===== src/exd_pkg.sv =====
/*
  constants, types and decoded-instruction carrier for the extended decoder.
  assumes one system clock; instruction words arrive one per cycle.
*/
// Functional notes
// - repeat bit clear: low nibble of the extension word is count minus one
// - repeat bit set: low nibble picks a register whose bits 3:0 give count minus one
// - words 1800h..1FFFh are extension words modifying the next instruction
// - non-register extension bits 10:7 are source bits 19:16
// - non-register extension bits 3:0 are destination bits 19:16
// - length bit with byte/word bit: 01 20-bit, 10 16-bit, 11 8-bit, 00 reserved
// - carry-zero select clear uses carry; set forces carry zero, result sets carry
// - all twelve two-operand operations run extended at byte, word and 20-bit sizes
// - four two-operand layouts: register, source, destination, both extended
// - 20-bit memory value: low word at base, bits 19:16 in low nibble at base+2
// - multi push/pop moves 1 to 16 registers and keeps all flags
// - multi shifts take 1 to 4; right shifts clear V, left updates V; NZC updated
// - extended byte swap exchanges bytes and keeps all flags
// - single-operand layouts: register, indirect with zero upper bits, indexed/absolute
// - emulated forms run as core equivalents, e.g. return is 20-bit pop into PC
// - address instructions run 20-bit without extension word
// - address add, compare, subtract update all flags; address move keeps them
// - cycle count follows format and addressing modes, counted in system clocks
package exd_pkg;

  localparam logic [4:0] EXD_EXT_OPC  = 5'h03;  // word[15:11] of an extension word
  localparam int         EXD_ZC_BIT   = 8;
  localparam int         EXD_RPT_BIT  = 7;
  localparam int         EXD_AL_BIT   = 6;
  localparam int         EXD_BW_BIT   = 6;
  localparam int         EXD_AD_BIT   = 7;
  localparam logic [3:0] EXD_FLG_NONE = 4'h0;   // flag masks ordered V,N,Z,C
  localparam logic [3:0] EXD_FLG_ALL  = 4'hF;
  localparam logic [3:0] EXD_FLG_NZC  = 4'h7;
  localparam logic [3:0] EXD_REG_SP   = 4'h1;
  localparam logic [3:0] EXD_REG_PC   = 4'h0;

  // format I extended cycles, index source class * 3 + destination class
  localparam logic [5:0] EXD_F1_CYC_W [0:11] = '{6'h02, 6'h04, 6'h05, 6'h03, 6'h05, 6'h06,
                                                 6'h03, 6'h04, 6'h06, 6'h04, 6'h06, 6'h07};
  localparam logic [5:0] EXD_F1_CYC_A [0:11] = '{6'h02, 6'h04, 6'h07, 6'h04, 6'h06, 6'h09,
                                                 6'h03, 6'h04, 6'h08, 6'h05, 6'h07, 6'h0A};
  localparam logic [5:0] EXD_CYC_CALL = 6'h05;
  localparam logic [5:0] EXD_CYC_ONE  = 6'h01;
  localparam logic [5:0] EXD_CYC_TWO  = 6'h02;
  localparam logic [5:0] EXD_CYC_IND  = 6'h03;
  localparam logic [5:0] EXD_CYC_IDX  = 6'h04;

  typedef enum logic [2:0] {
    EXD_CLS_BASE, EXD_CLS_FMT1, EXD_CLS_FMT2, EXD_CLS_ADDR,
    EXD_CLS_SHIFT, EXD_CLS_MULTI, EXD_CLS_CALL
  } exd_cls_t;

  typedef enum logic [1:0] {EXD_SZ_A20, EXD_SZ_W16, EXD_SZ_B8, EXD_SZ_RSVD} exd_size_t;

  typedef enum logic [1:0] {EXD_LAY_REG, EXD_LAY_SRC, EXD_LAY_DST, EXD_LAY_BOTH} exd_lay_t;

  typedef struct packed {
    exd_cls_t   cls;
    logic [3:0] op;         // operation field of the class
    logic       ext;        // preceded by an extension word
    exd_size_t  size;
    exd_lay_t   layout;
    logic [3:0] src_hi;
    logic [3:0] dst_hi;
    logic [3:0] rpt_cnt;    // repetitions minus one
    logic       carry_in;
    logic       carry_res;  // carry comes from final result
    logic [3:0] flag_upd;
    logic       v_clr;
    logic [2:0] shift_cnt;
    logic [4:0] reg_cnt;
    logic       is_return;
    logic [5:0] cycles;
  } exd_dec_t;

endpackage : exd_pkg


===== src/exd_decoder.sv =====
/*
  extended instruction decoder: holds a pending extension word and decodes
  the following instruction word into one registered decode record.
  assumes instruction words, register nibble and carry come from cpu logic
  on the same clock.
*/
`timescale 1ns/10ps
module exd_decoder (
  // clock and reset
  input  wire logic             i_clk_sys,
  input  wire logic             i_nrst,
  // instruction stream
  input  wire logic             i_word_valid,
  input  wire logic [15:0]      i_word,
  input  wire logic [3:0]       i_rpt_reg_nib,
  input  wire logic             i_carry,
  // 20-bit memory pair
  input  wire logic             i_mem_valid,
  input  wire logic [15:0]      i_mem_lo,
  input  wire logic [15:0]      i_mem_hi,
  input  wire logic             i_store_valid,
  input  wire logic [19:0]      i_store_data,
  // decode results
  output logic                  o_dec_valid,
  output exd_pkg::exd_dec_t     o_dec,
  output logic                  o_illegal,
  output logic                  o_ext_pending,
  output logic [3:0]            o_rpt_reg_sel,
  // 20-bit memory results
  output logic                  o_opnd_valid,
  output logic [19:0]           o_opnd20,
  output logic                  o_store_out_valid,
  output logic [15:0]           o_store_lo,
  output logic [15:0]           o_store_hi
);
  import exd_pkg::*;

  logic [15:0] ext_q;
  logic        w_is_ext;
  logic        take;
  logic        is_f1, is_f2, is_addr, is_shift, is_multi, is_call;
  logic        regmode, src_ext, dst_mem, f2_swap_sxt;
  logic [1:0]  sc, dc;
  logic [3:0]  ri;
  exd_dec_t    dec_d;
  logic        ill_d;

  // extension word recognition
  assign w_is_ext = (i_word[15:11] == EXD_EXT_OPC);
  assign take     = i_word_valid && !w_is_ext;

  // instruction class
  assign is_f1    = (i_word[15:12] >= 4'h4);
  assign is_f2    = (i_word[15:10] == 6'b000100) && (i_word[9:8] != 2'b11);
  assign is_call  = (i_word[15:8] == 8'h13) && (i_word[7:4] != 4'h0);
  assign is_shift = (i_word[15:12] == 4'h0) && (i_word[7:5] == 3'b010);
  assign is_addr  = (i_word[15:12] == 4'h0) && !is_shift;
  assign is_multi = (i_word[15:10] == 6'b000101);
  assign f2_swap_sxt = is_f2 && i_word[7];

  // register mode and operand placement of the following word
  assign regmode = is_f1 ? (i_word[5:4] == 2'b00 && !i_word[EXD_AD_BIT])
                         : (i_word[5:4] == 2'b00);
  assign src_ext = (i_word[5:4] == 2'b01) || (i_word[5:4] == 2'b11 && i_word[11:8] == 4'h0);
  assign dst_mem = is_f1 && i_word[EXD_AD_BIT];

  // source and destination classes for cycle lookup
  always_comb begin
    if (i_word[5:4] == 2'b00) sc = 2'd0;
    else if (i_word[5:4] == 2'b01) sc = 2'd3;
    else if (i_word[5:4] == 2'b11 && i_word[11:8] == 4'h0) sc = 2'd2;
    else sc = 2'd1;
    if (dst_mem) dc = 2'd2;
    else if (i_word[3:0] == EXD_REG_PC) dc = 2'd1;
    else dc = 2'd0;
    ri = 4'(sc * 3 + dc);
  end

  // decode of the word following any pending extension
  always_comb begin
    dec_d           = '0;
    ill_d           = 1'b0;
    dec_d.ext       = o_ext_pending;
    dec_d.carry_in  = i_carry;
    dec_d.size      = i_word[EXD_BW_BIT] ? EXD_SZ_B8 : EXD_SZ_W16;
    dec_d.op        = i_word[15:12];
    if (o_ext_pending && (is_f1 || is_f2)) begin
      // size from length bit and byte/word bit
      case ({ext_q[EXD_AL_BIT], i_word[EXD_BW_BIT]})
        2'b01:   dec_d.size = EXD_SZ_A20;
        2'b10:   dec_d.size = EXD_SZ_W16;
        2'b11:   dec_d.size = EXD_SZ_B8;
        default: dec_d.size = f2_swap_sxt ? EXD_SZ_A20 : EXD_SZ_RSVD;
      endcase
      ill_d = (dec_d.size == EXD_SZ_RSVD);
      if (regmode) begin
        dec_d.layout    = EXD_LAY_REG;
        dec_d.rpt_cnt   = ext_q[EXD_RPT_BIT] ? i_rpt_reg_nib : ext_q[3:0];
        dec_d.carry_in  = ext_q[EXD_ZC_BIT] ? 1'b0 : i_carry;
        dec_d.carry_res = ext_q[EXD_ZC_BIT];
      end else if (is_f1) begin
        dec_d.src_hi = ext_q[10:7];
        dec_d.dst_hi = ext_q[3:0];
        if (src_ext && dst_mem) dec_d.layout = EXD_LAY_BOTH;
        else if (src_ext) dec_d.layout = EXD_LAY_SRC;
        else dec_d.layout = EXD_LAY_DST;
      end else begin
        dec_d.layout = (i_word[5:4] == 2'b01) ? EXD_LAY_DST : EXD_LAY_SRC;
        dec_d.dst_hi = (i_word[5:4] == 2'b01) ? ext_q[3:0] : 4'h0;
      end
    end else if (o_ext_pending) begin
      ill_d = 1'b1;  // extension word before a word it cannot modify
    end
    if (is_f1) begin
      dec_d.cls = EXD_CLS_FMT1;
      case (i_word[15:12])
        4'h4, 4'hC, 4'hD: dec_d.flag_upd = EXD_FLG_NONE;
        4'hB, 4'hF: begin
          dec_d.flag_upd = EXD_FLG_NZC;
          dec_d.v_clr    = 1'b1;
        end
        default: dec_d.flag_upd = EXD_FLG_ALL;
      endcase
      dec_d.cycles = (dec_d.size == EXD_SZ_A20) ? EXD_F1_CYC_A[ri] : EXD_F1_CYC_W[ri];
      if (dc == 2'd2 && (i_word[15:12] == 4'h4 || i_word[15:12] == 4'h9
                         || i_word[15:12] == 4'hB))
        dec_d.cycles = dec_d.cycles - ((dec_d.size == EXD_SZ_A20) ? EXD_CYC_TWO : EXD_CYC_ONE);
      if (regmode && dc == 2'd0)
        dec_d.cycles = 6'(dec_d.rpt_cnt) + EXD_CYC_TWO;
    end else if (is_f2) begin
      dec_d.cls = EXD_CLS_FMT2;
      dec_d.op  = {1'b0, i_word[9:7]};
      if (i_word[9:7] == 3'b001 || i_word[9]) begin
        dec_d.flag_upd = EXD_FLG_NONE;
      end else begin
        dec_d.flag_upd = EXD_FLG_NZC;
        dec_d.v_clr    = 1'b1;
      end
      if (regmode) dec_d.cycles = 6'(dec_d.rpt_cnt) + EXD_CYC_TWO;
      else if (i_word[5:4] == 2'b01)
        dec_d.cycles = (dec_d.size == EXD_SZ_A20) ? 6'h07 : 6'h05;
      else dec_d.cycles = (dec_d.size == EXD_SZ_A20) ? 6'h06 : EXD_CYC_IDX;
    end else if (is_shift) begin
      dec_d.cls       = EXD_CLS_SHIFT;
      dec_d.op        = {2'b00, i_word[9:8]};
      dec_d.size      = i_word[4] ? EXD_SZ_W16 : EXD_SZ_A20;
      dec_d.shift_cnt = {1'b0, i_word[11:10]} + 3'd1;
      dec_d.flag_upd  = (i_word[9:8] == 2'b10) ? EXD_FLG_ALL : EXD_FLG_NZC;
      dec_d.v_clr     = (i_word[9:8] != 2'b10);
      dec_d.cycles    = 6'(dec_d.shift_cnt);
    end else if (is_multi) begin
      dec_d.cls      = EXD_CLS_MULTI;
      dec_d.op       = {2'b00, i_word[9:8]};
      dec_d.size     = i_word[8] ? EXD_SZ_W16 : EXD_SZ_A20;
      dec_d.reg_cnt  = {1'b0, i_word[7:4]} + 5'd1;
      dec_d.flag_upd = EXD_FLG_NONE;
      dec_d.cycles   = EXD_CYC_TWO + (i_word[8] ? 6'(dec_d.reg_cnt) : 6'(dec_d.reg_cnt) * 6'd2);
    end else if (is_addr) begin
      dec_d.cls    = EXD_CLS_ADDR;
      dec_d.op     = i_word[7:4];
      dec_d.size   = EXD_SZ_A20;
      dec_d.src_hi = i_word[11:8];
      if (i_word[7] && (i_word[5:4] != 2'b00)) dec_d.flag_upd = EXD_FLG_ALL;
      else dec_d.flag_upd = EXD_FLG_NONE;
      dec_d.is_return = (i_word[7:4] == 4'h1) && (i_word[11:8] == EXD_REG_SP)
                        && (i_word[3:0] == EXD_REG_PC);
      if (i_word[7:6] == 2'b11)
        dec_d.cycles = (i_word[3:0] == EXD_REG_PC) ? EXD_CYC_IND : EXD_CYC_ONE;
      else if (i_word[7:6] == 2'b10)
        dec_d.cycles = (i_word[5:4] == 2'b00 && i_word[3:0] != EXD_REG_PC) ? EXD_CYC_TWO
                                                                          : EXD_CYC_IND;
      else if (i_word[7:5] == 3'b000)
        dec_d.cycles = EXD_CYC_IND + ((i_word[3:0] == EXD_REG_PC) ? EXD_CYC_TWO : 6'h00);
      else
        dec_d.cycles = EXD_CYC_IDX + ((i_word[3:0] == EXD_REG_PC) ? EXD_CYC_TWO : 6'h00);
    end else if (is_call) begin
      dec_d.cls    = EXD_CLS_CALL;
      dec_d.size   = EXD_SZ_A20;
      dec_d.cycles = EXD_CYC_CALL;
    end else begin
      dec_d.cls = EXD_CLS_BASE;
    end
  end

  // pending extension word
  always_ff @(posedge i_clk_sys or negedge i_nrst) begin
    if (!i_nrst) begin
      ext_q         <= 16'h0000;
      o_ext_pending <= 1'b0;
      o_rpt_reg_sel <= 4'h0;
    end else if (i_word_valid) begin
      o_ext_pending <= w_is_ext;
      if (w_is_ext) begin
        ext_q         <= i_word;
        o_rpt_reg_sel <= i_word[3:0];
      end
    end
  end

  // decode record
  always_ff @(posedge i_clk_sys or negedge i_nrst) begin
    if (!i_nrst) begin
      o_dec_valid <= 1'b0;
      o_dec       <= '0;
      o_illegal   <= 1'b0;
    end else begin
      o_dec_valid <= take;
      o_illegal   <= take && ill_d;
      if (take) o_dec <= dec_d;
    end
  end

  // 20-bit memory values split over two words
  always_ff @(posedge i_clk_sys or negedge i_nrst) begin
    if (!i_nrst) begin
      o_opnd_valid      <= 1'b0;
      o_opnd20          <= 20'h00000;
      o_store_out_valid <= 1'b0;
      o_store_lo        <= 16'h0000;
      o_store_hi        <= 16'h0000;
    end else begin
      o_opnd_valid      <= i_mem_valid;
      o_store_out_valid <= i_store_valid;
      if (i_mem_valid) o_opnd20 <= {i_mem_hi[3:0], i_mem_lo};
      if (i_store_valid) begin
        o_store_lo <= i_store_data[15:0];
        o_store_hi <= {12'h000, i_store_data[19:16]};
      end
    end
  end
endmodule : exd_decoder


===== config.mk =====
export PLATFORM = sky130hd
export DESIGN_NAME = exd_decoder
export DESIGN_NICKNAME = d
export VERILOG_FILES = /design/src/exd_pkg.sv /design/src/exd_decoder.sv
export SDC_FILE = /design/constraint.sdc
export NUM_CORES = 1
export LEC_CHECK = 0
export ABC_AREA = 1
export ABC_CLOCK_PERIOD_IN_PS = 2050
export BUFFER_PORTS_ARGS = -buffer_cell sky130_fd_sc_hd__buf_4
export CAP_MARGIN = 10
export CORE_MARGIN = 8
export CORE_UTILIZATION = 43
export CTS_BUF_LIST = sky130_fd_sc_hd__clkbuf_4
export DETAILED_ROUTE_END_ITERATION = 6
export GPL_ROUTABILITY_DRIVEN = 0
export HOLD_SLACK_MARGIN = 0.1
export PLACE_DENSITY = 0.75
export SYNTH_ARGS = -nofsm -noshare
export SYNTH_HDL_FRONTEND = slang
export SYNTH_SLANG_ARGS = --single-unit

===== constraint.sdc =====
create_clock -name i_clk_sys -period 2.05 [get_ports i_clk_sys]
set_input_delay 0.1025 -clock i_clk_sys [delete_from_list [all_inputs] [get_ports i_clk_sys]]
set_output_delay 0.1025 -clock i_clk_sys [all_outputs]
set_load 0.05 [all_outputs]

==> results of run 1 <==
repair_timing:
item                       in CTS  in global routing
resized for setup              21                  7
pin swaps                      22                  1
hold endpoints to repair      161                  0
setup buffers                   8                  1
hold buffers                   96                  0
setup endpoints to repair       6                  6
per-stage QoR:
stage / power [W] / std cells / setup slack (ns) / utilization / hold WS, ns
CTS: 0.005726 / 1103 / -0.4652 / 0.6800 / 0.1131
detailed placement: 0.004287 / 983 / -1.243 / 0.5783 / 0.1983
global route: 0.006064 / 1105 / -0.7549 / 0.6822 / 0.1311
floorplan: 0.003591 / 627 / -0.7858 / - / -0.1931
finish: 0.005817 / 1105 / -0.5954 / 0.6822 / 0.1377
global placement: 0.004225 / 983 / -1.068 / 0.5783 / 0.1907
worst min-delay path by stage:
stage	start	to	slack, ns	cells past startpoint
after floorplan	i_nrst	ext_q[10]$_DFFE_PN0P_	-0.19	0
after global placement	i_nrst	o_store_hi[1]$_DFFE_PN0P_	0.19	2
after detailed placement	i_nrst	o_store_hi[1]$_DFFE_PN0P_	0.20	2
after CTS	i_word[8]	o_dec[6]$_DFFE_PN0P_	0.11	4
after global routing	i_word[8]	o_dec[30]$_DFFE_PN0P_	0.13	4
final	i_word[8]	o_dec[6]$_DFFE_PN0P_	0.14	4
sequential cells by signal (all words and copies together) (netlist names):
register,cells
o_rpt_reg_sel,3
o_dec_valid,1
o_store_hi,4
o_opnd_valid,1
ext_q,6
o_ext_pending,1
o_store_lo,16
o_illegal,1
o_store_out_valid,1
o_opnd20,20
o_dec,44
cells in the final DEF (no fill, tap or decap), types with 6 or more instances in the layout:
master | synthesis | final
inv_1 | 51 | 45
nor2_1 | 51 | 48
inv_2 | 6 | 9
a21oi_1 | 18 | 17
nand2_1 | 139 | 135
nand3_1 | 31 | 31
nand4_1 | 6 | 6
dfrtp_1 | 98 | 98
dlygate4sd3_1 | 0 | 96
buf_4 | 21 | 223
o21ai_0 | 48 | 44
ha_4 | 0 | 6
conb_1 | 1 | 12
nor2_2 | 4 | 6
clkbuf_4 | 0 | 10
mux2_2 | 40 | 40
nor2_4 | 5 | 6
ha_1 | 20 | 12
nand2_2 | 7 | 11
report_power, final:
part	internal, W	total, W	switching [W]
Combinational	0.000894	0.00234	0.00145
Sequential	0.00212	0.00227	0.000145
Clock	0.000522	0.00121	0.000686
layer usage:
metal  vias to the layer above  GRT usage  share of wire
met5                         -          0              0
met4                         0     0.1476          0.051
met3                       101    0.06785           0.10
met2                       380     0.4423           0.47
met1                      2810     0.2966           0.38
li1                       2635          -              -
cells by family after synthesis:
| group | count (synthesis) | share of synthesized area |
|---|---|---|
| compound gates | 103 | 0.1142 |
| xor+xnor | 3 | 0.004836 |
| fa+ha+maj | 21 | 0.04974 |
| buf+inv | 94 | 0.08450 |
| flops | 98 | 0.4513 |
| mux | 40 | 0.08289 |
| other cells | 1 | 0.0006901 |
| simple gates | 256 | 0.2118 |
critical path: stages:
cell,delay (ns)
buf_12,0.12
inv_16,0.04
ha_4,0.13
nand4_1,0.13
nand2_2,0.12
o21ai_2,0.06
ha_2,0.18
ha_4,0.15
fa_2,0.60
inv_1,0.10
nand2_1,0.13
nand2_1,0.06
o21ai_0,0.07
nand2_1,0.11
nand2_2,0.08
ha_2,0.19
nor2_2,0.05
nor3_2,0.20
nand3_1,0.10
nand2_1,0.06
nand2_1,0.04
nand2_1,0.05
nand2_1,0.05
nand2_1,0.05
nand2_1,0.05
area by class of cell:
| type | instances | area (um2) |
|---|---|---|
| clock inverters | 6 | 93.84 |
| clock buffers | 10 | 75.07 |
| flip-flops and latches | 98 | 2452 |
| repair buffers | 325 | 2733 |
| multi-input cells | 435 | 2691 |
| fillers | 838 | 3961 |
| inverters | 58 | 241.5 |
| well taps | 172 | 215.2 |
| diodes | 1 | 2.502 |
==> metrics.csv, run 1 <==
metric;value;unit
Crit Reg-Reg Startpoint;o_ext_pending$_DFFE_PN0P_;
core box area;0.01247;mm2
critical path required time;2.42;ns
fmax;378.0;MHz
Synth cell types;48;
final setup skew;0.01153;ns
Global Route Usage Sum;0.2619;
Slew @ Worst Pin;0.5471;ns
Max H-tree Level;3;
crit path max fanout;5;
Worst Hold Class;in -> reg;
fin. max-slew vios;0;
CTS Buf Count;9;
signal arrival time at the worst endpoint;3.02;ns
Crit. End Element;flip-flop;
Final ANT Viol Nets;0;
Tcrit/Tclk final;1.290;
Post-synth EDFFs;0;
drt first pass iters;7;
Initial Utilization;0.4359;
final hold vios;0;
# rows;41;
cell count after synthesis;616;
top cells by area, synth;dfrtp_1 (45%), nand2_1 (9.6%), mux2_2 (8.3%);
number of synthesis warnings;0;
initial antenna violation count;1;
total grt overflow;0;
worst r2r dst;o_dec[3]$_DFFE_PN0P_;
outcome;finished with violations;
total die area;0.01649;mm2
first-pass GRT wire length;33600;um
Yosys reg bits;98;
CP endpoint;o_dec[3]$_DFFE_PN0P_;
final setup margin;-0.5954;ns
CTS Sinks;98;
final instance area;0.008504;mm2
# DRC;3;
fin nets;1026;
sum of negative setup slack;-3.223;ns
chip height;128.4;um
Slew headroom;0.6314;
DP HPWL;13840;um
Pwr per Cell Area;684.0;mW/mm2
number of global-route vias before repair;6156;
TritonCTS clock tree;built;
startpoint types;input pin;
Crit Path Category;in -> reg;
DP Area;0.007209;mm2
routed wire length;21460;um
RSZ-0062 raised after global routing;yes;
failing checks;DRC, setup timing;
PortBufs;160;
ys flop type;dfrtp_1;
area delta synth->final;56.50;%
initial DRC count;474;
root buffer cell;clkbuf_4;
vias per cell;5.363;
clk slew on worst S/H paths;0.15;ns
average size of a mapped cell;8.821;um2
Critical path origin;i_word[11];
die width;128.4;um
I/O Pins;185;
DR WL/cell;19.42;um
Seq/Total Area, Yosys;0.4513;
vias after detailed routing;5926;
Mapped Area;0.005434;mm2
leakage power;4.234;nW
Setup violations, final;6;
Reg2Reg Depth;15;
R2R Setup Slk;0.03;ns
clk_lat worst skew;0.47;ns
asr flop ratio synth;1.000;
layout cells sized above 1;0.3691;
CTS Buffer Depth;2;
largest net degree at the start of global routing;99;
area leader, netlist;dfrtp_1;
Yosys top cell area share;0.4513;
count leader, synth;nand2_1;
worst vdd ir;0.3271;mV
Post-synth top cells;nand2_1 (139), dfrtp_1 (98), inv_1 (51), nor2_1 (51), o21ai_0 (48);
min Tclk post-route;2.645;ns
max_cap viols;0;
(Power assumes the default switching activity.)
==> run 2, diff against run 1 <==
ABC_CLOCK_PERIOD_IN_PS = not set   (was 2050)
PLACE_DENSITY = 0.72   (was 0.75)
clock period = 2.77 ns   (was 2.05 ns; I/O delays follow)
==> run 2 against run 1 <==
The flow now finishes without violations; first-iteration DRC count shrank 8.2%; total power shrank 33%; critical path depth shrank 4; routed wire length shrank 17%; die area is the same; worst setup slack gained 0.63 ns; worst hold slack gained 0.00054 ns; largest cell class is now multi-input gates; highest routed layer unchanged.
==> metrics.csv, run 2 (same netlist as run 1, synthesis figures left out) <==
metric;value;unit;change
outcome;finished clean;;
Max H-tree Level;3;;unchanged
Global Route Usage Sum;0.2180;;-0.04390
fin nets;959;;-6.5%
# rows;41;;unchanged
Top Registers;o_dec x44, o_opnd20 x20, o_store_lo x16;;
drt first pass iters;5;;-2
Final ANT Viol Nets;0;;unchanged
Tcrit/Tclk final;0.9862;;
CP dominant cell by count;nor2_1;;
DR WL/cell;17.25;um;-11%
leakage power;3.895;nW;-8.0%
first-pass GRT wire length;28440;um;-15%
clk slew on worst S/H paths;0.14;ns;about the same
number of global-route vias before repair;5377;;-13%
vias after detailed routing;5232;;-12%
fill cell count;1022;;+22%
final setup skew;0.01669;ns;+0.005157 ns
most frequent cells in the layout;buf_4 (199), nand2_1 (138), dfrtp_1 (98);;
Worst Hold Class;in -> reg;;
total die area;0.01649;mm2;unchanged
chip height;128.4;um;unchanged
most common cell after layout, fill and taps aside;buf_4;;
cell-internal power;0.002386;W;-33%
vias per cell;5.055;;-5.7%
DP HPWL;13260;um;-4.2%
fmax;366.1;MHz;
Setup violations, final;0;;-6
hold depth;4;;unchanged
layout cells sized above 1;0.3585;;-0.01063
min Tclk post-route;2.732;ns;
Crit. End Element;flip-flop;;
worst vdd ir;0.1912;mV;-42%
Reg2Reg Depth;15;;unchanged
RSZ-0062 raised after global routing;yes;;
CTS Buffer Depth;2;;unchanged
sum of negative setup slack;0;ns;+3.223 ns
crit-path cells;buf_4 -> dlygate4sd3_1 -> buf_4 -> inv_2 -> nand2_2 -> o21bai_4 -> nand2_4 -> nor2_4 -> nand2_4 -> nand2_1 -> o21ai_2 -> ha_1 -> inv_2 -> nor2_1 -> nor2_1 -> nand4_1 -> inv_1 -> nand4_1 -> nand2_1 -> nor2_1 -> nor2_1;;
CTS Buf Count;9;;unchanged
hold slack;0.1383;ns;+0.0005450 ns
Pwr per Cell Area;503.8;mW/mm2;-26%
signal arrival time at the worst endpoint;3.10;ns;+0.08 ns
slowest cell delay on critical path;0.54;ns;-0.06 ns
PortBufs;160;;unchanged
Seq pwr share;0.424;;+0.034
Crit Path Category;in -> reg;;
fin. max-slew vios;0;;unchanged
final hold vios;0;;unchanged
clock share of power;0.182;;-0.026
Hold EP;o_dec[31]$_DFFE_PN0P_;;
# DRC;0;;-3
largest net degree at the start of global routing;47;;-53%
total grt overflow;0;;unchanged
Slew @ Worst Pin;0.6161;ns;+0.06895 ns
core box area;0.01247;mm2;unchanged
startpoint types;input pin;;
routed wire length;17850;um;-17%
area delta synth->final;43.27;%;
I/O Pins;185;;unchanged
initial DRC count;435;;-8.2%
sw frac;0.3917;;about the same
Biggest register;o_dec;;
Largest register FFs;44;;unchanged
die width;128.4;um;unchanged
worst r2r dst;o_dec[4]$_DFFE_PN0P_;;
HP Start;i_word[9];;
CTS Sinks;98;;unchanged
initial antenna violation count;1;;unchanged
Crit Reg-Reg Startpoint;o_ext_pending$_DFFE_PN0P_;;
Design Power;0.003922;W;-33%
R2R Setup Slk;0.49;ns;+0.46 ns
Initial Utilization;0.4359;;unchanged
Comb power frac;0.393;;-0.009
clk_lat worst skew;0.43;ns;-0.04 ns
TritonCTS clock tree;built;;
Switch Pwr;0.001536;W;-33%
Slew headroom;0.5888;;-0.04256
CP max-delay cell;dlygate4sd3_1;;
max_cap viols;0;;unchanged
root buffer cell;clkbuf_4;;
critical path required time;3.14;ns;+0.72 ns
crit path max fanout;9;;+4
## run 2: how the worst max path moves through the flow
stage | from | to | slack, ns | depth (start not counted)
floorplan | i_word[11] | o_dec[3]$_DFFE_PN0P_ | -0.10 | 23
global placement | i_word[4] | o_dec[3]$_DFFE_PN0P_ | -0.39 | 22
detailed placement | i_word[11] | o_dec[4]$_DFFE_PN0P_ | -0.60 | 23
CTS | i_word[11] | o_dec[4]$_DFFE_PN0P_ | 0.01 | 24
global route | i_word[11] | o_dec[4]$_DFFE_PN0P_ | -0.12 | 24
finish | i_word[15] | o_dec[4]$_DFFE_PN0P_ | 0.04 | 21
## run 2: repair_timing
| item | 4_1_cts | 5_1_grt |
|---|---|---|
| setup buffers | 1 | 1 |
| gates resized for setup | 2 | 15 |
| pin swaps | 3 | 17 |
| endpoints found under the setup margin | 4 | 6 |
| hold buffers | 56 | 0 |
| hold endpoints to repair | 102 | 0 |
## run 2: area by class of cell
type / instances / area (um2) / area share
clock buffers: 10 / 75.07 / 0.009643
multi-input cells: 435 / 2660 / 0.3417
inverters: 58 / 239.0 / 0.03070
clock inverters: 3 / 43.79 / 0.005625
well taps: 172 / 215.2 / 0.02764
repair buffers: 258 / 2097 / 0.2694
diodes: 1 / 2.502 / 0.0003214
flip-flops and latches: 98 / 2452 / 0.3150
## run 2: per-stage QoR
step,instances,util,area (um2),setup WS (ns)
finish,1035,0.6245,7785,0.03828
global route,1035,0.6245,7785,-0.1200
CTS,1033,0.6199,7727,0.01039
detailed placement,963,0.5643,7034,-0.6044
global placement,963,0.5643,7034,-0.3891
floorplan,627,-,5563,-0.1020
## run 2: power groups by stage
stage / combinational, W / clock (W) / sequential (W)
finish: 0.00154 / 0.000714 / 0.00166
global route: 0.00165 / 0.000809 / 0.00168
CTS: 0.00152 / 0.000738 / 0.00166
detailed placement: 0.00145 / 0 / 0.00169
global placement: 0.00142 / 0 / 0.00168
floorplan: 0.000583 / 0 / 0.00207
## run 2: worst max-delay path: cells and delay by family
family | cells | cell delay (ns)
simple gates | 12 | 1.40
buf+inv | 6 | 1.00
fa+ha+maj | 1 | 0.29
compound gates | 2 | 0.26
## run 2: routing by layer
metal | share of wire | vias up | GRT usage
met5 | 0 | - | 0
met2 | 0.49 | 235 | 0.3767
met4 | 0.022 | 0 | 0.07902
li1 | - | 2497 | -
met1 | 0.39 | 2471 | 0.2538
met3 | 0.099 | 29 | 0.05958
==> run 3, diff against run 2 <==
HOLD_SLACK_MARGIN = 0.15   (was 0.1)
REMOVE_ABC_BUFFERS = 1   (was not set)
==> run 3 against run 2 <==
Sequential power about the same; global-route usage is 3.0 points higher; register-to-register slack improved by 0.16 ns; total power increased by 5.5%; clock power grew 7.3%; maximum frequency increased by 0.15%; worst hold slack improved by 0.063 ns; die area unchanged; combinational power rose by 9.7%; critical path depth grew 4; final cell count grew 5.9%; critical endpoint is now o_dec[3]$_DFFE_PN0P_; highest routed layer unchanged.
==> metrics.csv, run 3 (same netlist as run 1, synthesis figures left out) <==
metric;value;unit;change
outcome;finished clean;;
fmax;366.6;MHz;+0.15%
core box area;0.01247;mm2;unchanged
Seq pwr share;0.405;;-0.019
Top Registers;o_dec x44, o_opnd20 x20, o_store_lo x16;;
Final ANT Viol Nets;0;;unchanged
Max H-tree Level;3;;unchanged
most frequent cells in the layout;buf_4 (207), nand2_1 (137), dlygate4sd3_1 (107);;
leakage power;4.129;nW;+6.0%
Initial Utilization;0.4359;;unchanged
layout cells sized above 1;0.3456;;-0.01286
area delta synth->final;53.30;%;
# DRC;0;;unchanged
placed cell count;969;;+0.62%
fin nets;1017;;+6.0%
signal arrival time at the worst endpoint;3.11;ns;about the same
Comb power frac;0.409;;+0.016
Global Route Usage Sum;0.2478;;+0.02982
root buffer cell;clkbuf_4;;
Critical path origin;i_word[11];;
critical path required time;3.15;ns;about the same
final hold vios;0;;unchanged
Tcrit/Tclk final;0.9847;;-0.001440
clock share of power;0.185;;+0.003
CTS Buffer Depth;2;;unchanged
Worst Hold Class;in -> reg;;
die width;128.4;um;unchanged
CTS Sinks;98;;unchanged
vias per cell;5.197;;+2.8%
Switch Pwr;0.001717;W;+12%
DR WL/cell;18.66;um;+8.2%
final setup skew;0.01417;ns;-0.002522 ns
RSZ-0062 raised after global routing;yes;;
PortBufs;160;;unchanged
crit path max fanout;5;;-4
chip height;128.4;um;unchanged
fin cells;1096;;+5.9%
fin. max-slew vios;0;;unchanged
CP max-delay cell;fa_2;;
# rows;41;;unchanged
Setup violations, final;0;;unchanged
Slew @ Worst Pin;0.5939;ns;-0.02217 ns
routed wire length;20450;um;+15%
DP HPWL;13670;um;+3.1%
Slew headroom;0.6041;;+0.01522
Design Power;0.004136;W;+5.5%
HP Start;i_rpt_reg_nib[3];;
Largest register FFs;44;;unchanged
Biggest register;o_dec;;
total grt overflow;0;;unchanged
total die area;0.01649;mm2;unchanged
Crit Path Category;in -> reg;;
vias after detailed routing;5696;;+8.9%
Crit. End Element;flip-flop;;
Pwr per Cell Area;496.5;mW/mm2;-1.4%
most common cell after layout, fill and taps aside;buf_4;;
worst vdd ir;0.1994;mV;+4.3%
max_cap viols;0;;unchanged
TritonCTS clock tree;built;;
min Tclk post-route;2.728;ns;-0.003989 ns
largest net degree at the start of global routing;47;;unchanged
Crit Reg-Reg Startpoint;o_ext_pending$_DFFE_PN0P_;;
clk slew on worst S/H paths;0.17;ns;+0.03 ns
drt first pass iters;5;;unchanged
CP dominant cell by count;nand2_1;;
initial antenna violation count;1;;unchanged
number of global-route vias before repair;5945;;+11%
CP top delay family;adder cells;;
Buf+Inv Stages, Crit Path;4;;-2
startpoint types;input pin;;
sw frac;0.4152;;+0.02348
first-pass GRT wire length;32380;um;+14%
cell-internal power;0.002419;W;+1.4%
clk_lat worst skew;0.46;ns;+0.03 ns
slowest cell delay on critical path;0.62;ns;+0.08 ns
I/O Pins;185;;unchanged
Final Util;0.6683;;+0.04376
initial DRC count;495;;+14%
CTS Buf Count;9;;unchanged
==> run 3: cell types whose count changed in the layout (fill, tap and decap cells not counted), moves of 2 or more <==
cell,before,now
inv_6,0,2
ha_1,12,14
buf_4,199,207
dlygate4sd3_1,56,107
inv_4,0,2
ha_4,5,3
==> run 3: metal layers <==
layer  wire length (um)  vias to the layer above  GRT usage
met1               7926                     2714     0.2923
met3               1936                       65    0.06289
met5                  0                        -          0
met4                653                        0    0.09860
li1                   -                     2609          -
met2               9939                      308     0.4234
==> run 3: final timing paths <==
kind                       slack (ns)                      end  cells past startpoint
min in group asynchronous        0.25    o_dec[27]$_DFFE_PN0P_                      2
max in group asynchronous        1.71  o_opnd20[3]$_DFFE_PN0P_                      3
setup / recovery                 0.04     o_dec[3]$_DFFE_PN0P_                     25
hold reg to reg                  0.50    o_dec[40]$_DFFE_PN0P_                      2
setup reg to reg                 0.65     o_dec[3]$_DFFE_PN0P_                     16
hold / removal                   0.20    o_dec[25]$_DFFE_PN0P_                      7
==> run 3: through the flow <==
| step | setup TNS (ns) | setup slack (ns) | hold slack [ns] | cell area [um2] |
|---|---|---|---|---|
| 4_1_cts | 0 | 0.001927 | 0.1764 | 8222 |
| 3_5_place_dp | -3.510 | -0.7016 | 0.1868 | 6995 |
| 5_1_grt | -0.6077 | -0.1856 | 0.2041 | 8330 |
| 2_1_floorplan | -1.344 | -0.3613 | -0.1571 | 5234 |
| 3_3_place_gp | -2.678 | -0.5486 | 0.1664 | 6995 |
| 6_report | 0 | 0.04227 | 0.2010 | 8330 |
==> run 3: cell type report <==
type	instances	area, um2
clock inverters	7	70.07
clock buffers	9	67.56
fillers	911	4135
well taps	172	215.2
inverters	58	222.7
repair buffers	316	2651
flip-flops and latches	98	2452
diodes	1	2.502
multi-input cells	435	2649
==> run 3: power by group through the flow <==
| stage | sequential (W) | clock, W | combinational, W |
|---|---|---|---|
| CTS | 0.00167 | 0.000774 | 0.00162 |
| global placement | 0.00169 | 0 | 0.00142 |
| detailed placement | 0.00170 | 0 | 0.00145 |
| floorplan | 0.00214 | 0 | 0.000437 |
| global route | 0.00169 | 0.000845 | 0.00180 |
| finish | 0.00168 | 0.000766 | 0.00169 |
==> run 3: worst reg2reg max path, delay by kind of cell (launching register included) <==
kind / cells / cell delay [ns]
simple gates: 13 / 1.09
flops: 1 / 0.49
fa+ha+maj: 1 / 0.31
buf+inv: 1 / 0.08
compound gates: 1 / 0.07
==> run 3: what timing repair did <==
action	CTS	global route
buffers inserted	1	2
pin swaps	1	21
hold endpoints to repair	115	0
resized for setup	4	30
endpoints found under the setup margin	5	8
hold buffers	107	0
